===== src/pdv_pkg.sv =====
`default_nettype none
package pdv_pkg;

  // interfaces: shift-chain port, serial data port, fieldbus
  localparam int unsigned NIF          = 3;
  localparam int unsigned IF_SHIFT     = 0;
  localparam int unsigned IF_SERIAL    = 1;
  localparam int unsigned IF_FIELDBUS  = 2;

  // holding register addresses
  localparam logic [15:0] ADDR_SHIFT_VALID  = 16'h0022;
  localparam logic [15:0] ADDR_SERIAL_VALID = 16'h0023;
  localparam logic [15:0] ADDR_FBUS_VALID   = 16'h0024;
  localparam logic [15:0] ADDR_RESERVE_CFG  = 16'h0025;
  localparam logic [15:0] ADDR_RESERVE_CUR  = 16'h0026;
  localparam logic [15:0] ADDR_SCRIPT_EN    = 16'h0032;
  localparam logic [15:0] ADDR_SCRIPT_PORT  = 16'h0033;

  // slot of each register in the bank and in the nonvolatile image
  localparam int unsigned NREG          = 7;
  localparam logic [2:0]  IDX_SHIFT     = 3'h0;
  localparam logic [2:0]  IDX_SERIAL    = 3'h1;
  localparam logic [2:0]  IDX_FBUS      = 3'h2;
  localparam logic [2:0]  IDX_RSV_CFG   = 3'h3;
  localparam logic [2:0]  IDX_RSV_CUR   = 3'h4;
  localparam logic [2:0]  IDX_SCR_EN    = 3'h5;
  localparam logic [2:0]  IDX_SCR_PORT  = 3'h6;
  localparam logic [2:0]  IDX_LAST      = 3'h6;

  // values after reset, and the factory content of the nonvolatile image
  localparam logic [7:0] RST_VALID     = 8'h00;
  localparam logic [7:0] RST_RSV_CFG   = 8'h03;
  localparam logic [7:0] RST_RSV_CUR   = 8'h03;
  localparam logic [7:0] RST_SCR_EN    = 8'h00;
  localparam logic [7:0] RST_SCR_PORT  = 8'h01;
  localparam logic [NREG-1:0][7:0] RST_IMAGE = {RST_SCR_PORT, RST_SCR_EN, RST_RSV_CUR,
                                                RST_RSV_CFG, RST_VALID, RST_VALID,
                                                RST_VALID};

  // writable bits of the reservation and script-port slots
  localparam logic [7:0] MASK_RESERVE  = 8'h07;
  localparam logic [7:0] MASK_PORT     = 8'h03;

  // reservation field layout
  localparam int unsigned RSV_LED_BIT  = 0;
  localparam int unsigned RSV_IN_LSB   = 1;
  localparam logic [1:0]  RSV_IN_NONE  = 2'b00;
  localparam logic [1:0]  RSV_IN_ONE   = 2'b01;
  localparam logic [1:0]  RSV_IN_TWO   = 2'b10;

  // safe-value fields: shift chain bits 1:0, fieldbus 3:2, serial 5:4
  localparam int unsigned SAFE_LSB_SHIFT  = 0;
  localparam int unsigned SAFE_LSB_FBUS   = 2;
  localparam int unsigned SAFE_LSB_SERIAL = 4;
  localparam logic [1:0]  SAFE_ZERO       = 2'b00;
  localparam logic [1:0]  SAFE_ONE        = 2'b01;
  localparam logic [1:0]  SAFE_HOLD       = 2'b10;

  localparam logic [7:0]  SCRIPT_START    = 8'h01;

  // timebase
  localparam int unsigned CLK_HZ         = 10_000_000;
  localparam int unsigned TICK_US        = 1000;
  localparam int unsigned TICK_CYCLES    = (CLK_HZ / 1_000_000) * TICK_US;

  typedef struct packed {
    logic        wr;
    logic        rd;
    logic [15:0] addr;
    logic [7:0]  wdata;
  } pdv_reg_req_s;

  typedef struct packed {
    logic       led_out_en;
    logic [1:0] sw_in_bytes;
    logic [1:0] first_in_data_byte;
    logic       first_out_data_byte;
  } pdv_chain_s;

  typedef enum logic [1:0] {
    ST_LOAD = 2'b01,
    ST_RUN  = 2'b10
  } pdv_state_e;

endpackage : pdv_pkg
`default_nettype wire


===== src/pdv_nv_store.sv =====
`default_nettype none
module pdv_nv_store
  import pdv_pkg::*;
#(
  parameter int unsigned DEPTH = NREG,
  parameter int unsigned WIDTH = 8,
  parameter int unsigned AW    = 3
) (
  input  wire logic             clk_i,
  input  wire logic             rstn_i,
  input  wire logic             wr_en_i,
  input  wire logic [AW-1:0]    wr_idx_i,
  input  wire logic [WIDTH-1:0] wr_data_i,
  input  wire logic [AW-1:0]    rd_idx_i,
  output logic      [WIDTH-1:0] rd_data_o
);

  typedef logic [WIDTH-1:0] pdv_mem_t [DEPTH];

  // factory content as a declaration value, so only the write process drives the array
  function automatic pdv_mem_t factory_image();
    pdv_mem_t img;
    for (int i = 0; i < DEPTH; i++) begin
      img[i] = RST_IMAGE[i][WIDTH-1:0];
    end
    return img;
  endfunction : factory_image

  // the array is never touched by reset: it stands for the retained image
  pdv_mem_t mem = factory_image();

  always_ff @(posedge clk_i) begin
    if (wr_en_i) begin
      mem[wr_idx_i] <= wr_data_i;
    end
  end

  always_ff @(posedge clk_i or negedge rstn_i) begin
    if (!rstn_i) begin
      rd_data_o <= '0;
    end else begin
      rd_data_o <= mem[rd_idx_i];
    end
  end

endmodule : pdv_nv_store
`default_nettype wire


===== src/pdv_validity_regs.sv =====
// Summary of operation
// - nonzero setting is timeout in milliseconds
// - zero setting disables timeout, data stays valid
// - expired timeout marks interface input invalid
// - invalid input forces routed outputs to safe value
// - three independent timeouts, one per interface
// - input field reserves zero, one or two bytes
// - bit zero reserves output byte 0 for LEDs
// - no reservation uses all bytes for data
// - assignment register reports active reservation
// - script enable: 0 stops, 1 starts
// - script port register selects script interface
// - safe field: zero, ones, or hold last
// - each chain module is one whole byte
`default_nettype none
module pdv_validity_regs
  import pdv_pkg::*;
#(
  parameter int unsigned MS_CYCLES = TICK_CYCLES,
  parameter int unsigned DW        = 8
) (
  input  wire logic                   clk_i,
  input  wire logic                   rstn_i,
  input  wire pdv_reg_req_s           req_i,
  output logic      [7:0]             rdata_o,
  output logic                        ack_o,
  output logic                        err_o,
  output logic                        busy_o,
  input  wire logic [NIF-1:0]         produce_i,
  input  wire logic [5:0]             safe_cfg_i,
  input  wire logic [NIF-1:0][DW-1:0] route_data_i,
  output logic      [NIF-1:0][DW-1:0] out_data_o,
  output logic      [NIF-1:0]         invalid_o,
  output pdv_chain_s                  chain_o,
  output logic                        script_run_o,
  output logic      [1:0]             script_port_o
);

  localparam int unsigned PW = $clog2(MS_CYCLES + 1);
  localparam logic [PW-1:0] MS_LAST = PW'(MS_CYCLES - 1);

  pdv_state_e       state;
  logic [2:0]       ld_cnt;
  logic [7:0]       cfg [NREG];
  logic [7:0]       nv_rd_data;
  logic [2:0]       nv_rd_idx;
  logic [2:0]       req_idx;
  logic             req_hit;
  logic             take_wr;
  logic             take_rd;
  logic [7:0]       wr_value;
  logic [1:0]       safe_sel [NIF];
  logic [7:0]       period [NIF];

  // address decode
  always_comb begin
    req_hit = 1'b1;
    req_idx = IDX_SHIFT;
    unique case (req_i.addr)
      ADDR_SHIFT_VALID:  req_idx = IDX_SHIFT;
      ADDR_SERIAL_VALID: req_idx = IDX_SERIAL;
      ADDR_FBUS_VALID:   req_idx = IDX_FBUS;
      ADDR_RESERVE_CFG:  req_idx = IDX_RSV_CFG;
      ADDR_RESERVE_CUR:  req_idx = IDX_RSV_CUR;
      ADDR_SCRIPT_EN:    req_idx = IDX_SCR_EN;
      ADDR_SCRIPT_PORT:  req_idx = IDX_SCR_PORT;
      default:           req_hit = 1'b0;
    endcase
  end

  // requests are held off while the image is being reloaded
  assign busy_o  = (state == ST_LOAD);
  assign take_wr = req_i.wr && !busy_o;
  assign take_rd = req_i.rd && !req_i.wr && !busy_o;

  // narrow registers keep only their defined bits
  always_comb begin
    wr_value = req_i.wdata;
    if (req_idx == IDX_RSV_CFG || req_idx == IDX_RSV_CUR) begin
      wr_value = req_i.wdata & MASK_RESERVE;
    end else if (req_idx == IDX_SCR_PORT) begin
      wr_value = req_i.wdata & MASK_PORT;
    end
  end

  // the count runs one past the last slot; keep the read inside the image
  assign nv_rd_idx = (ld_cnt < 3'(NREG)) ? ld_cnt : IDX_LAST;

  // every accepted write to a mapped address also lands in the retained image
  pdv_nv_store #(
    .DEPTH (NREG),
    .WIDTH (8),
    .AW    (3)
  ) u_nv (
    .clk_i     (clk_i),
    .rstn_i    (rstn_i),
    .wr_en_i   (take_wr && req_hit),
    .wr_idx_i  (req_idx),
    .wr_data_i (wr_value),
    .rd_idx_i  (nv_rd_idx),
    .rd_data_o (nv_rd_data)
  );

  // reload sequencer: one slot per cycle, data one cycle behind the index
  always_ff @(posedge clk_i or negedge rstn_i) begin
    if (!rstn_i) begin
      state  <= ST_LOAD;
      ld_cnt <= 3'h0;
    end else begin
      unique case (state)
        ST_LOAD: begin
          if (ld_cnt == 3'(NREG)) begin
            state <= ST_RUN;
          end else begin
            ld_cnt <= ld_cnt + 3'h1;
          end
        end
        ST_RUN: begin
          ld_cnt <= ld_cnt;
        end
      endcase
    end
  end

  // register bank
  always_ff @(posedge clk_i or negedge rstn_i) begin
    if (!rstn_i) begin
      for (int i = 0; i < NREG; i++) begin
        cfg[i] <= RST_IMAGE[i];
      end
    end else if (state == ST_LOAD) begin
      if (ld_cnt != 3'h0) begin
        cfg[ld_cnt - 3'h1] <= nv_rd_data;
      end
      // the stored configuration becomes the active assignment at start-up
      if (ld_cnt == 3'(NREG)) begin
        cfg[IDX_RSV_CUR] <= cfg[IDX_RSV_CFG];
      end
    end else if (take_wr && req_hit) begin
      cfg[req_idx] <= wr_value;
    end
  end

  // read data and access answer, one cycle after the request
  always_ff @(posedge clk_i or negedge rstn_i) begin
    if (!rstn_i) begin
      rdata_o <= 8'h00;
      ack_o   <= 1'b0;
      err_o   <= 1'b0;
    end else begin
      ack_o <= take_wr || take_rd;
      err_o <= (take_wr || take_rd) && !req_hit;
      if (take_rd) begin
        rdata_o <= req_hit ? cfg[req_idx] : 8'h00;
      end
    end
  end

  // per-interface safe-value selection and period
  assign safe_sel[IF_SHIFT]    = safe_cfg_i[SAFE_LSB_SHIFT +: 2];
  assign safe_sel[IF_SERIAL]   = safe_cfg_i[SAFE_LSB_SERIAL +: 2];
  assign safe_sel[IF_FIELDBUS] = safe_cfg_i[SAFE_LSB_FBUS +: 2];
  assign period[IF_SHIFT]      = cfg[IDX_SHIFT];
  assign period[IF_SERIAL]     = cfg[IDX_SERIAL];
  assign period[IF_FIELDBUS]   = cfg[IDX_FBUS];

  generate
    for (genvar g = 0; g < NIF; g++) begin : g_if
      logic [PW-1:0] sub_cnt;
      logic [7:0]    ms_cnt;
      logic          ms_tick;
      logic          expire;

      assign ms_tick = (sub_cnt == MS_LAST);
      // the cycle prescaler restarts with each production, so the window is exact
      assign expire  = (period[g] != 8'h00) && ms_tick
                       && (ms_cnt + 8'h01 >= period[g]);

      // timer: restart on production, count whole milliseconds
      always_ff @(posedge clk_i or negedge rstn_i) begin
        if (!rstn_i) begin
          sub_cnt <= '0;
          ms_cnt  <= 8'h00;
        end else if (produce_i[g] || period[g] == 8'h00 || invalid_o[g]) begin
          sub_cnt <= '0;
          ms_cnt  <= 8'h00;
        end else if (ms_tick) begin
          sub_cnt <= '0;
          ms_cnt  <= ms_cnt + 8'h01;
        end else begin
          sub_cnt <= sub_cnt + PW'(1);
        end
      end

      // a fresh production counts as arriving in time, even on the expiry cycle
      always_ff @(posedge clk_i or negedge rstn_i) begin
        if (!rstn_i) begin
          invalid_o[g] <= 1'b0;
        end else if (produce_i[g] || period[g] == 8'h00 || state == ST_LOAD) begin
          invalid_o[g] <= 1'b0;
        end else if (expire) begin
          invalid_o[g] <= 1'b1;
        end
      end

      // routed output: live data, or the selected fallback while invalid
      always_ff @(posedge clk_i or negedge rstn_i) begin
        if (!rstn_i) begin
          out_data_o[g] <= '0;
        end else if (!invalid_o[g]) begin
          out_data_o[g] <= route_data_i[g];
        end else begin
          unique case (safe_sel[g])
            SAFE_ZERO: out_data_o[g] <= '0;
            SAFE_ONE:  out_data_o[g] <= '1;
            SAFE_HOLD: out_data_o[g] <= out_data_o[g];
            default:   out_data_o[g] <= '0;
          endcase
        end
      end
    end
  endgenerate

  // chain byte assignment, from the active register, in whole 8-bit modules
  logic [1:0] in_field;
  assign in_field = cfg[IDX_RSV_CUR][RSV_IN_LSB +: 2];

  always_ff @(posedge clk_i or negedge rstn_i) begin
    if (!rstn_i) begin
      chain_o <= '0;
    end else begin
      chain_o.led_out_en          <= cfg[IDX_RSV_CUR][RSV_LED_BIT];
      chain_o.first_out_data_byte <= cfg[IDX_RSV_CUR][RSV_LED_BIT];
      unique case (in_field)
        RSV_IN_ONE: begin
          chain_o.sw_in_bytes        <= 2'h1;
          chain_o.first_in_data_byte <= 2'h1;
        end
        RSV_IN_TWO: begin
          chain_o.sw_in_bytes        <= 2'h2;
          chain_o.first_in_data_byte <= 2'h2;
        end
        default: begin
          // 00, and the undefined code 11, leave every input byte for data
          chain_o.sw_in_bytes        <= 2'h0;
          chain_o.first_in_data_byte <= 2'h0;
        end
      endcase
    end
  end

  // script control; no run until the stored enable has been reloaded
  always_ff @(posedge clk_i or negedge rstn_i) begin
    if (!rstn_i) begin
      script_run_o  <= 1'b0;
      script_port_o <= RST_SCR_PORT[1:0];
    end else begin
      script_run_o  <= (state == ST_RUN) && (cfg[IDX_SCR_EN] == SCRIPT_START);
      script_port_o <= cfg[IDX_SCR_PORT][1:0];
    end
  end

endmodule : pdv_validity_regs
`default_nettype wire


===== config.mk =====
export PLATFORM = sky130hd
export DESIGN_NAME = pdv_validity_regs
export DESIGN_NICKNAME = d
export VERILOG_FILES = /design/src/pdv_pkg.sv /design/src/pdv_nv_store.sv /design/src/pdv_validity_regs.sv
export SDC_FILE = /design/constraint.sdc
export NUM_CORES = 1
export LEC_CHECK = 0
export ABC_AREA = 1
export BUFFER_PORTS_ARGS = -buffer_cell sky130_fd_sc_hd__buf_4
export CAP_MARGIN = 10
export CORE_ASPECT_RATIO = 0.9
export CORE_MARGIN = 2
export CORE_UTILIZATION = 65
export DETAILED_ROUTE_END_ITERATION = 8
export PLACE_DENSITY = 0.86
export SYNTH_ARGS = -nofsm -noshare
export SYNTH_HDL_FRONTEND = slang
export SYNTH_SLANG_ARGS = --single-unit

===== constraint.sdc =====
create_clock -name clk_i -period 3.63 [get_ports clk_i]
set_input_delay 0.726 -clock clk_i [delete_from_list [all_inputs] [get_ports clk_i]]
set_output_delay 0.726 -clock clk_i [all_outputs]
set_load 0.1 [all_outputs]

After elaboration in Yosys (flattened, before gate mapping)
Memories as Yosys holds them, arrays and structs flattened. A register that Yosys moved wholly into a read port is not among the register bits.
Index checks and enable logic that the tools add are counted.
{"block": "word_totals", "register_bits": 172, "ramBits": 56, "inputBits": 61, "output_inout_bits": 47, "elab_cells": 176, "mem_count": 1}
{"block": "op_classes", "reduce_logical": 48, "n_eq_ne": 31, "add_sub_neg": 8, "muxes": 48, "magnitude_cmp": 8, "bitwise": 3}
{"name": "u_nv.mem", "words": 7, "width": 8, "read_ports": 1, "rd_ports_with_merged_regs": 1, "wr": 1, "line": "pdv_nv_store.sv:30", "source": "pdv_mem_t mem = factory_image();"}
{"op": "56-bit two-way mux", "count": 3}
{"op": "8-bit two-way mux", "count": 17}
{"op": "56-bit bitwise mux", "count": 2}
{"op": "16-bit by 6-bit == test with 1-bit output (second input constant)", "count": 7}
{"op": "14-bit two-way mux", "count": 6}
{"op": "8-bit demux with 3-bit select", "count": 2}
{"op": "8-bit one-hot mux with 2 select lines", "count": 3}
{"op": "14-bit by 1-bit adder with 14-bit output (second input constant)", "count": 3}
{"op": "14-bit == test (second input constant)", "count": 3}
{"op": "8-bit by 1-bit adder with 8-bit output (second input constant)", "count": 3}
{"op": "8-bit binary-select mux with 3-bit select", "count": 1}
{"op": "8-bit greater-or-equal comparator", "count": 3}
{"op": "8-bit zero test", "count": 3}
{"op": "8-bit nonzero test", "count": 3}
{"op": "3-bit one-hot mux with 6 select lines", "count": 1}
{"op": "1-bit logical AND", "count": 14}
{"op": "2-bit nonzero test", "count": 7}
{"op": "1-bit logical OR", "count": 11}
{"op": "2-bit by 1-bit == test with 1-bit output (second input constant)", "count": 5}
{"op": "2-bit == test (second input constant)", "count": 5}
{"op": "3-bit == test (second input constant)", "count": 3}
{"op": "1-bit two-way mux", "count": 9}
{"op": "3-bit two-way mux", "count": 3}
{"op": "8-bit by 1-bit == test with 1-bit output (second input constant)", "count": 1}
{"op": "16 further kinds", "count": 28}

Logic depth before layout (Yosys ltp)
Gate-level depths: netlist (run 1).
{"block": "logic_depth", "word_depth": 10, "depth_mapped": 14, "depth_no_buf": 13}

Hierarchy
A second synthesis (run 1) with hierarchy kept.
{"block": "hier_totals", "cells_unflattened": 1504, "hier_area_um2": 12240.5}
{"module": "pdv_validity_regs", "cells_each": 1269, "n_inst": 1, "seq_area_each_um2": 4262.8, "area_each_um2": 9614.2}
{"module": "pdv_nv_store", "cells_each": 235, "n_inst": 1, "seq_area_each_um2": 1881.8, "area_each_um2": 2626.3}

Worst setup path after synthesis (run 1)
OpenSTA, ideal clock, no wires.
{"block": "synth_timing", "kind": "reg-to-output", "from": "register state[0]", "to": "output busy_o", "required_ps": 2904, "n_path_buf": 2, "stages_incl_launch_ff": 5, "arrival_ps": 1996, "setup_slack_ps": 908, "path_cell_list": "dfstp_2 -> nand2_1 -> inv_1 -> buf_4 -> clkbuf_1"}
{"block": "synth_via", "elab_chain_len": 1}
{"item": "start, declared", "line": "pdv_validity_regs.sv:42", "source": "pdv_state_e state;"}
{"item": "start signal, assigned", "line": "pdv_validity_regs.sv:107", "source": "state <= ST_LOAD;"}
{"item": "start signal, assigned", "line": "pdv_validity_regs.sv:113", "source": "state <= ST_RUN;"}
{"item": "2-bit by 1-bit == test with 1-bit output", "line": "pdv_validity_regs.sv:72", "source": "assign busy_o = (state == ST_LOAD);"}
{"item": "end, declared", "line": "pdv_validity_regs.sv:28", "source": "output logic busy_o,"}
Every way passes these cells.

Final worst setup path (run 1)
{"block": "layout_timing", "from": "register ld_cnt[1]", "to": "register cfg[42] (netlist bit)"}
{"block": "layout_via", "elab_chain_len": 9, "word_cells_on_any_way": 13, "classes_between": "add/sub: 1; order compare: 2; eq/ne: 1; mux: 5; bitwise: 1; reduce/logical: 3"}
{"item": "start, declared", "line": "pdv_validity_regs.sv:43", "source": "logic [2:0] ld_cnt;"}
{"item": "start signal, assigned", "line": "pdv_validity_regs.sv:115", "source": "ld_cnt <= ld_cnt + 3'h1;"}
{"item": "start signal, assigned", "line": "pdv_validity_regs.sv:119", "source": "ld_cnt <= ld_cnt;"}
{"item": "3-bit by 1-bit subtractor with 3-bit output", "line": "pdv_validity_regs.sv:133", "source": "cfg[ld_cnt - 3'h1] <= nv_rd_data;"}
{"item": "3-bit NOT with 4-bit output (implied by the code)", "line": "pdv_validity_regs.sv:133"}
{"item": "4-bit greater-or-equal comparator (implied by the code) or 4-bit by 1-bit less-than comparator with 1-bit output (tied branches)", "line": "pdv_validity_regs.sv:133"}
{"item": "1-bit logical AND (implied by the code)", "line": "pdv_validity_regs.sv:133"}
{"item": "8-bit two-way mux (implied by the code)", "line": "pdv_validity_regs.sv:133"}
{"item": "8-bit demux with 3-bit select", "line": "pdv_validity_regs.sv:133"}
{"item": "56-bit bitwise mux", "line": "pdv_validity_regs.sv:133"}
{"item": "56-bit two-way mux", "line": "pdv_validity_regs.sv:132", "source": "if (ld_cnt != 3'h0) begin"}
{"item": "56-bit two-way mux", "line": "pdv_validity_regs.sv:131", "source": "end else if (state == ST_LOAD) begin"}
{"item": "end signal, assigned by index", "line": "pdv_validity_regs.sv:129", "source": "cfg[i] <= RST_IMAGE[i];"}
{"item": "end signal, assigned by index", "line": "pdv_validity_regs.sv:133"}
{"item": "end signal, assigned by index", "line": "pdv_validity_regs.sv:137", "source": "cfg[IDX_RSV_CUR] <= cfg[IDX_RSV_CFG];"}
{"item": "end, declared", "line": "pdv_validity_regs.sv:44", "source": "logic [7:0] cfg [NREG];"}
Several ways; a longest one is shown, not always the timed one. The select of a mux whose other input is x is not followed.
A chain may end at the register's enable or synchronous reset.

==> results.md, run 1 <==
- Status: complete, no violations
- Die outline height: between 100 and 150 um
- Critical Path RT: ~4.0 ns
- Num CTS Buffers: 24
- TritonCTS clock tree: done
- N_diodes: 0
- Fin crit share: a little under 80%
- Vias in the first global route: 10500
- Maximum vdd ir drop: approximately 0.35 mV
- Via count: 10900
- Critical setup path kind: reg -> reg
- Largest stage delay, worst path: around 0.57 ns
- Pint: ~4.5 mW
- Post-DP HPWL: 22.3 mm
- Gr usage total: about a third
- Synth area leader: dfrtp_1
- Clock Skew: around 0.017 ns
- Max Fclk: roughly 360 MHz
- Fin Hold WS: about 0.11 ns
- Area contributors post-synth: dfrtp_1 (35%), edfxtp_1 (14%), nand2_1 (11%)
- Slowest-stage cell, CP: dfrtp_1
- IO Port Bufs: between 100 and 150
- Share of cells above drive strength 1: ~14%
- Final core occ: between 70% and 80%
- CP cell instances: inv_1, ha_1, xor2_2, inv_1, nand3_2, nor2_1, or2_0, nand2_4, nand2_1, o21ai_1
- Netlist area before placement: 0.0123 mm^2
- Setup TNS: 0 ns
- Clock-pin slew on the worst setup and hold paths: around 0.06 ns
- Initial antenna violation count: 0
- DR WL/cell: approximately 17 um
- PwrDens: a little over 400 mW/mm^2
- Post-synthesis sequential area ratio: 50.1%
- Sw frac: 22.3%
- Die X: roughly 150 um
- Largest net degree at the start of global routing: 61
- Seq pwr share: 47.3%
- Core ar.: ~0.018 mm^2
- CP delay by family, top: simple AND/OR/NAND/NOR gates
- Max_cap viols: 0
- Leakage: 6.79 nW
- Post-CTS resize count: 0
- Fill cell count: 1278
- Antenna Violating Nets Remaining: 0
- Primary FF master, synth: dfrtp_1
- Asr flop ratio synth: between 70% and 80%
- Worst-path maximum fanout: 18
- Avg Inst Size Synth: 8.25 um^2
- Overflow after GRT: 0
- Top-area cell type share of the netlist area: 34.9%
- Clock power share: a little under half
- Crit path top cell by count: inv_1
- Synth cell count leaders: nand2_1 (354), dfrtp_1 (171), nor2_1 (171)
- Die area: 0.0200 mm^2
- Slew Limit Fails: 0
- WP buf/inv: 2
- Worst slew pin tran: ~0.9 ns
- Critical Path Source Type: register
- Top-count cell post-synth: nand2_1
- P&R area growth vs syn: 15.9%
- Root buf cell: clkbuf_16
- Cells after Synth: 1486
- Post-Syn Nets: roughly 1600
- Worst-Skew Late Latency: between 0.5 and 0.6 ns
- Hold-fix buffers, CTS: 0
- Worst min-delay path class: in -> async
- Post-synth EDFFs: 56
- Starting Density: around 66%
- # setup viols final: 0
- Routability cong.: 1.00
- Final Hold Viols: 0
- First-pass GRT wire length: 51.4 mm
- RSZ-0062 raised after global routing: no
- FP Rows: 47
- Clk buf depth: 3
- Headroom to the max-slew limit: 41.3%
- Number of remaining DRC errors: 0
- Vias per cell: around 5.9
- Drt total wl: about 31 mm
- Drt first pass iters: 7
- Min Tclk post-route: approximately 2.8 ns
- DRT iter0 DRCs: approximately 1100
- Net Switching: between 1 and 1.5 mW
- CP Capture Type: register
- IO Count: ~110
- Clock Sinks: 234
- CTS H-Tree Depth: 1
- Flop and latch count out of synthesis: 234
- Yosys warning total: 0
- Worst path arrival time: 3.21 ns
- # Post-CTS Setup Buffers: 0
- Cell variety after synth: roughly 50
- Fin nets: 1698
- Part of the power in combinational logic: slightly below 6%
## power by group through the flow
stage | clock network, mW | registers (mW) | logic [mW]
after floorplan | 0 | 2.89 | 0.0642
after global placement | 0 | 2.78 | 0.326
after detailed placement | 0 | 2.78 | 0.332
after CTS | 2.72 | 2.73 | 0.334
after global routing | 2.84 | 2.73 | 0.357
final | 2.71 | 2.73 | 0.332
## cells in the final DEF (no fill, tap or decap), types with 8 or more instances in the layout
cell type / n
edfxtp_1: 56
buf_4: 125
clkbuf_16: 25
or2_2: 9
nand2_1: 354
nor3_1: 15
dfrtp_1: 171
nand4_1: 39
o22ai_1: 20
ha_1: 34
xor2_1: 13
o311ai_0: 8
o21ai_2: 17
nor2_1: 171
o21ai_0: 94
nand3_1: 159
a21oi_1: 48
inv_1: 166
## state kept, by name, summed over array words and instances, names as in the netlist
name and count:
err_o 1, invalid_o 3, chain_o 3, out_data_o 24, state 2, rdata_o 8
cfg 56, script_port_o 2, script_run_o 1, u_nv.rd_data_o 8, ld_cnt 3, g_if.sub_cnt 42
g_if.ms_cnt 24, u_nv.mem 56, ack_o 1
## through the flow
stage	std cells	power, mW	setup WS [ns]	cell area, um^2
3_5_place_dp	1822	3.11	0.498	13300
3_3_place_gp	1822	3.10	0.634	13300
4_1_cts	1866	5.78	0.889	14200
2_1_floorplan	1486	2.95	0.908	12300
5_1_grt	1866	5.92	0.588	14200
6_report	1866	5.77	0.832	14200
## layout make-up
type	instances	area, um^2	share of cell area (%)
Clock buffer	31	678	4.77
Clock inverter	13	195	1.37
Inverter	170	639	4.50
Multi-Input combinational cell	1046	5280	37.1
Sequential cell	234	6140	43.2
Tap cell	245	307	2.16
Timing Repair Buffer	127	970	6.82
## cells by family after synthesis
family	share of synthesized area (%)
fa+ha+maj	3.47
flops	50.1
simple gates	28.3
xor+xnor	1.06
buf+inv	6.81
compound gates	10.2
## final timing paths
| kind | start | to | slack, ns | cells past startpoint |
|---|---|---|---|---|
| worst min-delay path | rstn_i | out_data_o[22] | 0.11 | 1 |
| worst min register to register | cfg[0] | script_port_o[0] | 0.40 | 0 |
| min in group clk_i | cfg[0] | script_port_o[0] | 0.40 | 0 |
| max in group asynchronous | rstn_i | cfg[52] | 2.66 | 2 |
| worst max-delay path | ld_cnt[1] | cfg[42] | 0.83 | 10 |
| worst max register to register | ld_cnt[1] | cfg[42] | 0.83 | 10 |
## metal layers
| layer | track usage (%) | vias up | share of wire (%) | wire length [um] |
|---|---|---|---|---|
| met5 | 0 | - | 0 | 0 |
| met4 | 9.52 | 0 | 3.3 | 1030 |
| met3 | 6.22 | 106 | 9.5 | 2990 |
| met2 | 50.5 | 548 | 45 | 14200 |
| met1 | 45.4 | 5081 | 42 | 13100 |
| li1 | - | 5213 | - | - |
No activity file was read; power rests on OpenSTA's default activity.
==> run 2, diff against run 1 <==
--- a/config.mk
+++ b/config.mk
@@ -5,14 +5,14 @@
 export SDC_FILE = /design/constraint.sdc
 export NUM_CORES = 1
 export LEC_CHECK = 0
-export ABC_AREA = 1
+export ABC_AREA = 0
 export BUFFER_PORTS_ARGS = -buffer_cell sky130_fd_sc_hd__buf_4
 export CAP_MARGIN = 10
 export CORE_ASPECT_RATIO = 0.9
 export CORE_MARGIN = 2
-export CORE_UTILIZATION = 65
+export CORE_UTILIZATION = 54
 export DETAILED_ROUTE_END_ITERATION = 8
-export PLACE_DENSITY = 0.86
+export PLACE_DENSITY = 0.77
 export SYNTH_ARGS = -nofsm -noshare
 export SYNTH_HDL_FRONTEND = slang
 export SYNTH_SLANG_ARGS = --single-unit
==> constraint.sdc (replaced) <==
create_clock -name clk_i -period 2.34 [get_ports clk_i]
set_input_delay 0.468 -clock clk_i [delete_from_list [all_inputs] [get_ports clk_i]]
set_output_delay 0.468 -clock clk_i [all_outputs]
set_load 0.1 [all_outputs]
==> results.md, run 2 <==
- Multi-input gate area: 0.00505 mm^2 (-4.3%)
- Part of the power in combinational logic: 6.3% (+0.5 points)
- Vias in the first global route: 8913 (-15%)
- Die X: 158 um (+6.3%)
- Asr flop ratio synth: 76.1% (unchanged)
- Worst slew pin tran: 0.689 ns (-0.188 ns)
- Critical setup path kind: reg -> reg
- CP Capture Type: register
- Cell variety after synth: 67 (+31%)
- Pint: 7.01 mW (+56%)
- Setup TNS: 0 ns (unchanged)
- Clk buf depth: 3 (unchanged)
- Fin crit share: 96.2% (+19 points)
- Initial antenna violation count: 0 (unchanged)
- Max Fclk: 444 MHz (+24%)
- Top-count cell post-synth: dfrtp_1
- Top-area cell type share of the netlist area: 37.0% (+2.1 points)
- Vias per cell: 5.84 (-0.53%)
- Critical Path RT: 2.74 ns (-1.30 ns)
- N_diodes: 0 (unchanged)
- # placed instances: 1521 (-17%)
- Die area: 0.0226 mm^2 (+13%)
- RSZ-0062 raised after global routing: no
- Drt first pass iters: 5 (-2)
- TritonCTS clock tree: done
- Yosys warning total: 0 (unchanged)
- Critical Path Source Type: register
- IO Count: 108 (unchanged)
- Worst min-delay path class: in -> reg
- # Post-CTS Setup Buffers: 0 (unchanged)
- Setup ws final: 0.0889 ns (-0.743 ns)
- Headroom to the max-slew limit: 54.1% (+13 points)
- Num CTS Buffers: 24 (unchanged)
- Min Tclk post-route: 2.25 ns (-0.547 ns)
- Via count: 9139 (-17%)
- Commonest non-fill, non-tap cells in the layout: dfrtp_1 (171), buf_4 (171), nor2_1 (143)
- Total Power: 9.04 mW (+57%)
- Clock Sinks: 234 (unchanged)
- Seq pwr share: 46.9% (-0.4 points)
- Max_cap viols: 0 (unchanged)
- Top Registers: cfg (56), u_nv.mem (56), g_if.sub_cnt (42)
- Core ar.: 0.0209 mm^2 (+13%)
- Slew Limit Fails: 0 (unchanged)
- Worst-Skew Late Latency: 0.54 ns (about the same)
- Post-route cell area: 0.0140 mm^2 (-1.3%)
- Pre-CTS WS: -0.207 ns (-0.705 ns)
- FP Rows: 50 (+6.4%)
- Avg Inst Size Synth: 10.4 um^2 (+26%)
- Routability cong.: 0.985 (-2.0%)
- Post-DP HPWL: 20.1 mm (-10%)
- Share of cells above drive strength 1: 21.6% (+7.4 points)
- Final Hold Viols: 0 (unchanged)
- Post-synthesis sequential area ratio: 53.2% (+3.1 points)
- Antenna Violating Nets Remaining: 0 (unchanged)
- DRT iter0 DRCs: 902 (-21%)
- Post-Syn Nets: 1208 (-24%)
- Largest net degree at the start of global routing: 59 (-3.3%)
- FF+latch area: 0.00614 mm^2 (unchanged)
- Clock-pin slew on the worst setup and hold paths: 0.06 ns (about the same)
- Synth area leader: dfrtp_1
- P&R area growth vs syn: 21.4%
- Clock power share: 46.8% (-0.2 points)
- Flop and latch count out of synthesis: 234 (unchanged)
- Number of remaining DRC errors: 0 (unchanged)
- Post-route insts no fill: 1566 (-16%)
- Die outline height: 143 um (+6.3%)
- Post-synth EDFFs: 56 (unchanged)
- Synth cell count leaders: dfrtp_1 (171), nor2_1 (146), a21oi_1 (96)
- Netlist area before placement: 0.0116 mm^2 (-5.7%)
- Cells after Synth: 1113 (-25%)
- Fill cell count: 1627 (+27%)
- Fin nets: 1357 (-20%)
- Placed Area: 0.0131 mm^2 (-1.9%)
- CTS H-Tree Depth: 1 (unchanged)
- Worst path arrival time: 2.65 ns (-0.56 ns)
- Clock Skew: 0.0283 ns (+0.0115 ns)
- Gr usage total: 25.9% (-6.1 points)
- PwrDens: 645 mW/mm^2 (+59%)
- IO Port Bufs: 107 (unchanged)
- Drt total wl: 28.5 mm (-9.0%)
- Overflow after GRT: 0 (unchanged)
- Starting Density: 55.3% (-11 points)
- Primary FF master, synth: dfrtp_1
- Worst-path maximum fanout: 8 (-10)
- Sw frac: 22.5% (+0.14 points)
- DR WL/cell: 18.2 um (+8.5%)
- Maximum vdd ir drop: 0.609 mV (+74%)
- Status: complete, no violations
- # setup viols final: 0 (unchanged)
- Leakage: 6.03 nW (-11%)
- First-pass GRT wire length: 45.9 mm (-11%)
- Root buf cell: clkbuf_16
- Area contributors post-synth: dfrtp_1 (37%), edfxtp_1 (15%), nor2_1 (4.7%)
- Net Switching: 2.03 mW (+58%)
==> run 2: changes by cell type after synthesis, sizes merged, moves of 15 or more <==
cell,before,now
nand2,367,66
nand3,163,40
nor2,175,147
a21oi,48,96
xnor2,0,37
nand4,39,15
mux2,0,22
clkbuf,19,39
nor2b,0,15
o21ai,114,62
inv,168,40
==> run 2: cells by family (layout without fill, tap and decap cells) <==
kind of cell | count (synthesis) | after routing | share of synthesized area, %
AOI/OAI and AO/OA | 252 | 252 | 13.4
xor gates and xnor gates | 65 | 65 | 4.93
adders and majority gates | 34 | 34 | 3.68
buffers and inverters | 96 | 263 | 3.38
DFF | 234 | 234 | 53.2
muxes | 43 | 43 | 4.83
and+or+nand+nor | 389 | 389 | 16.6
==> run 2: final timing paths <==
check / from / endpoint / slack, ns / depth (start not counted)
max reg2reg: ld_cnt[0] / cfg[15] / 0.09 / 8
max: ld_cnt[0] / cfg[15] / 0.09 / 8
min reg2reg: cfg[0] / script_port_o[0] / 0.38 / 0
min in group asynchronous: rstn_i / chain_o[1] / 0.48 / 2
min: route_data_i[19] / out_data_o[19] / 0.18 / 3
max in group asynchronous: rstn_i / out_data_o[21] / 1.12 / 3
==> run 2: metrics by stage <==
step                      hold WS, ns  util [%]
after floorplan                 0.172         -
after global placement          0.371      62.6
after detailed placement        0.370      62.6
after CTS                       0.170      67.0
after global routing            0.188      67.1
final                           0.184      67.1
==> run 2: critical path, stage by stage (launching register included) <==
cell	delay (ns)
dfrtp_1	0.38
inv_1	0.12
ha_1	0.26
xor2_1	0.19
and3_1	0.24
and2_1	0.21
o21a_1	0.24
buf_12	0.15
mux2_2	0.33
==> run 2: routing by layer <==
layer | routed length [um] | GRT usage [%] | vias up
li1 | - | - | 4282
met1 | 12300 | 36.9 | 4430
met2 | 13200 | 41.3 | 358
met3 | 2190 | 4.46 | 69
met4 | 769 | 6.97 | 0
met5 | 0 | 0 | -
==> run 2: what timing repair did <==
item / in CTS / in global routing
endpoints found under the setup margin: 7 / 38
gates cloned: 0 / 0
hold buffers: 1 / 0
endpoints found under the hold margin: 52 / 0
pin swaps: 0 / 0
gates resized for setup: 1 / 7
==> run 2: power by group through the flow <==
stage	logic [mW]	clock network, mW	registers (mW)
CTS	0.572	4.30	4.24
floorplan	0.131	0	4.48
finish	0.569	4.23	4.24
detailed placement	0.568	0	4.32
global placement	0.563	0	4.32
global route	0.611	4.46	4.24
==> run 2: area by class of cell <==
cell class	instances	share of cell area, %
timing repair buffer	179	10.2
clock inverter	12	1.26
tap	286	2.55
inverter	40	1.07
clock buffer	32	5.16
sequential	234	43.8
multi-input combinational	783	36.0
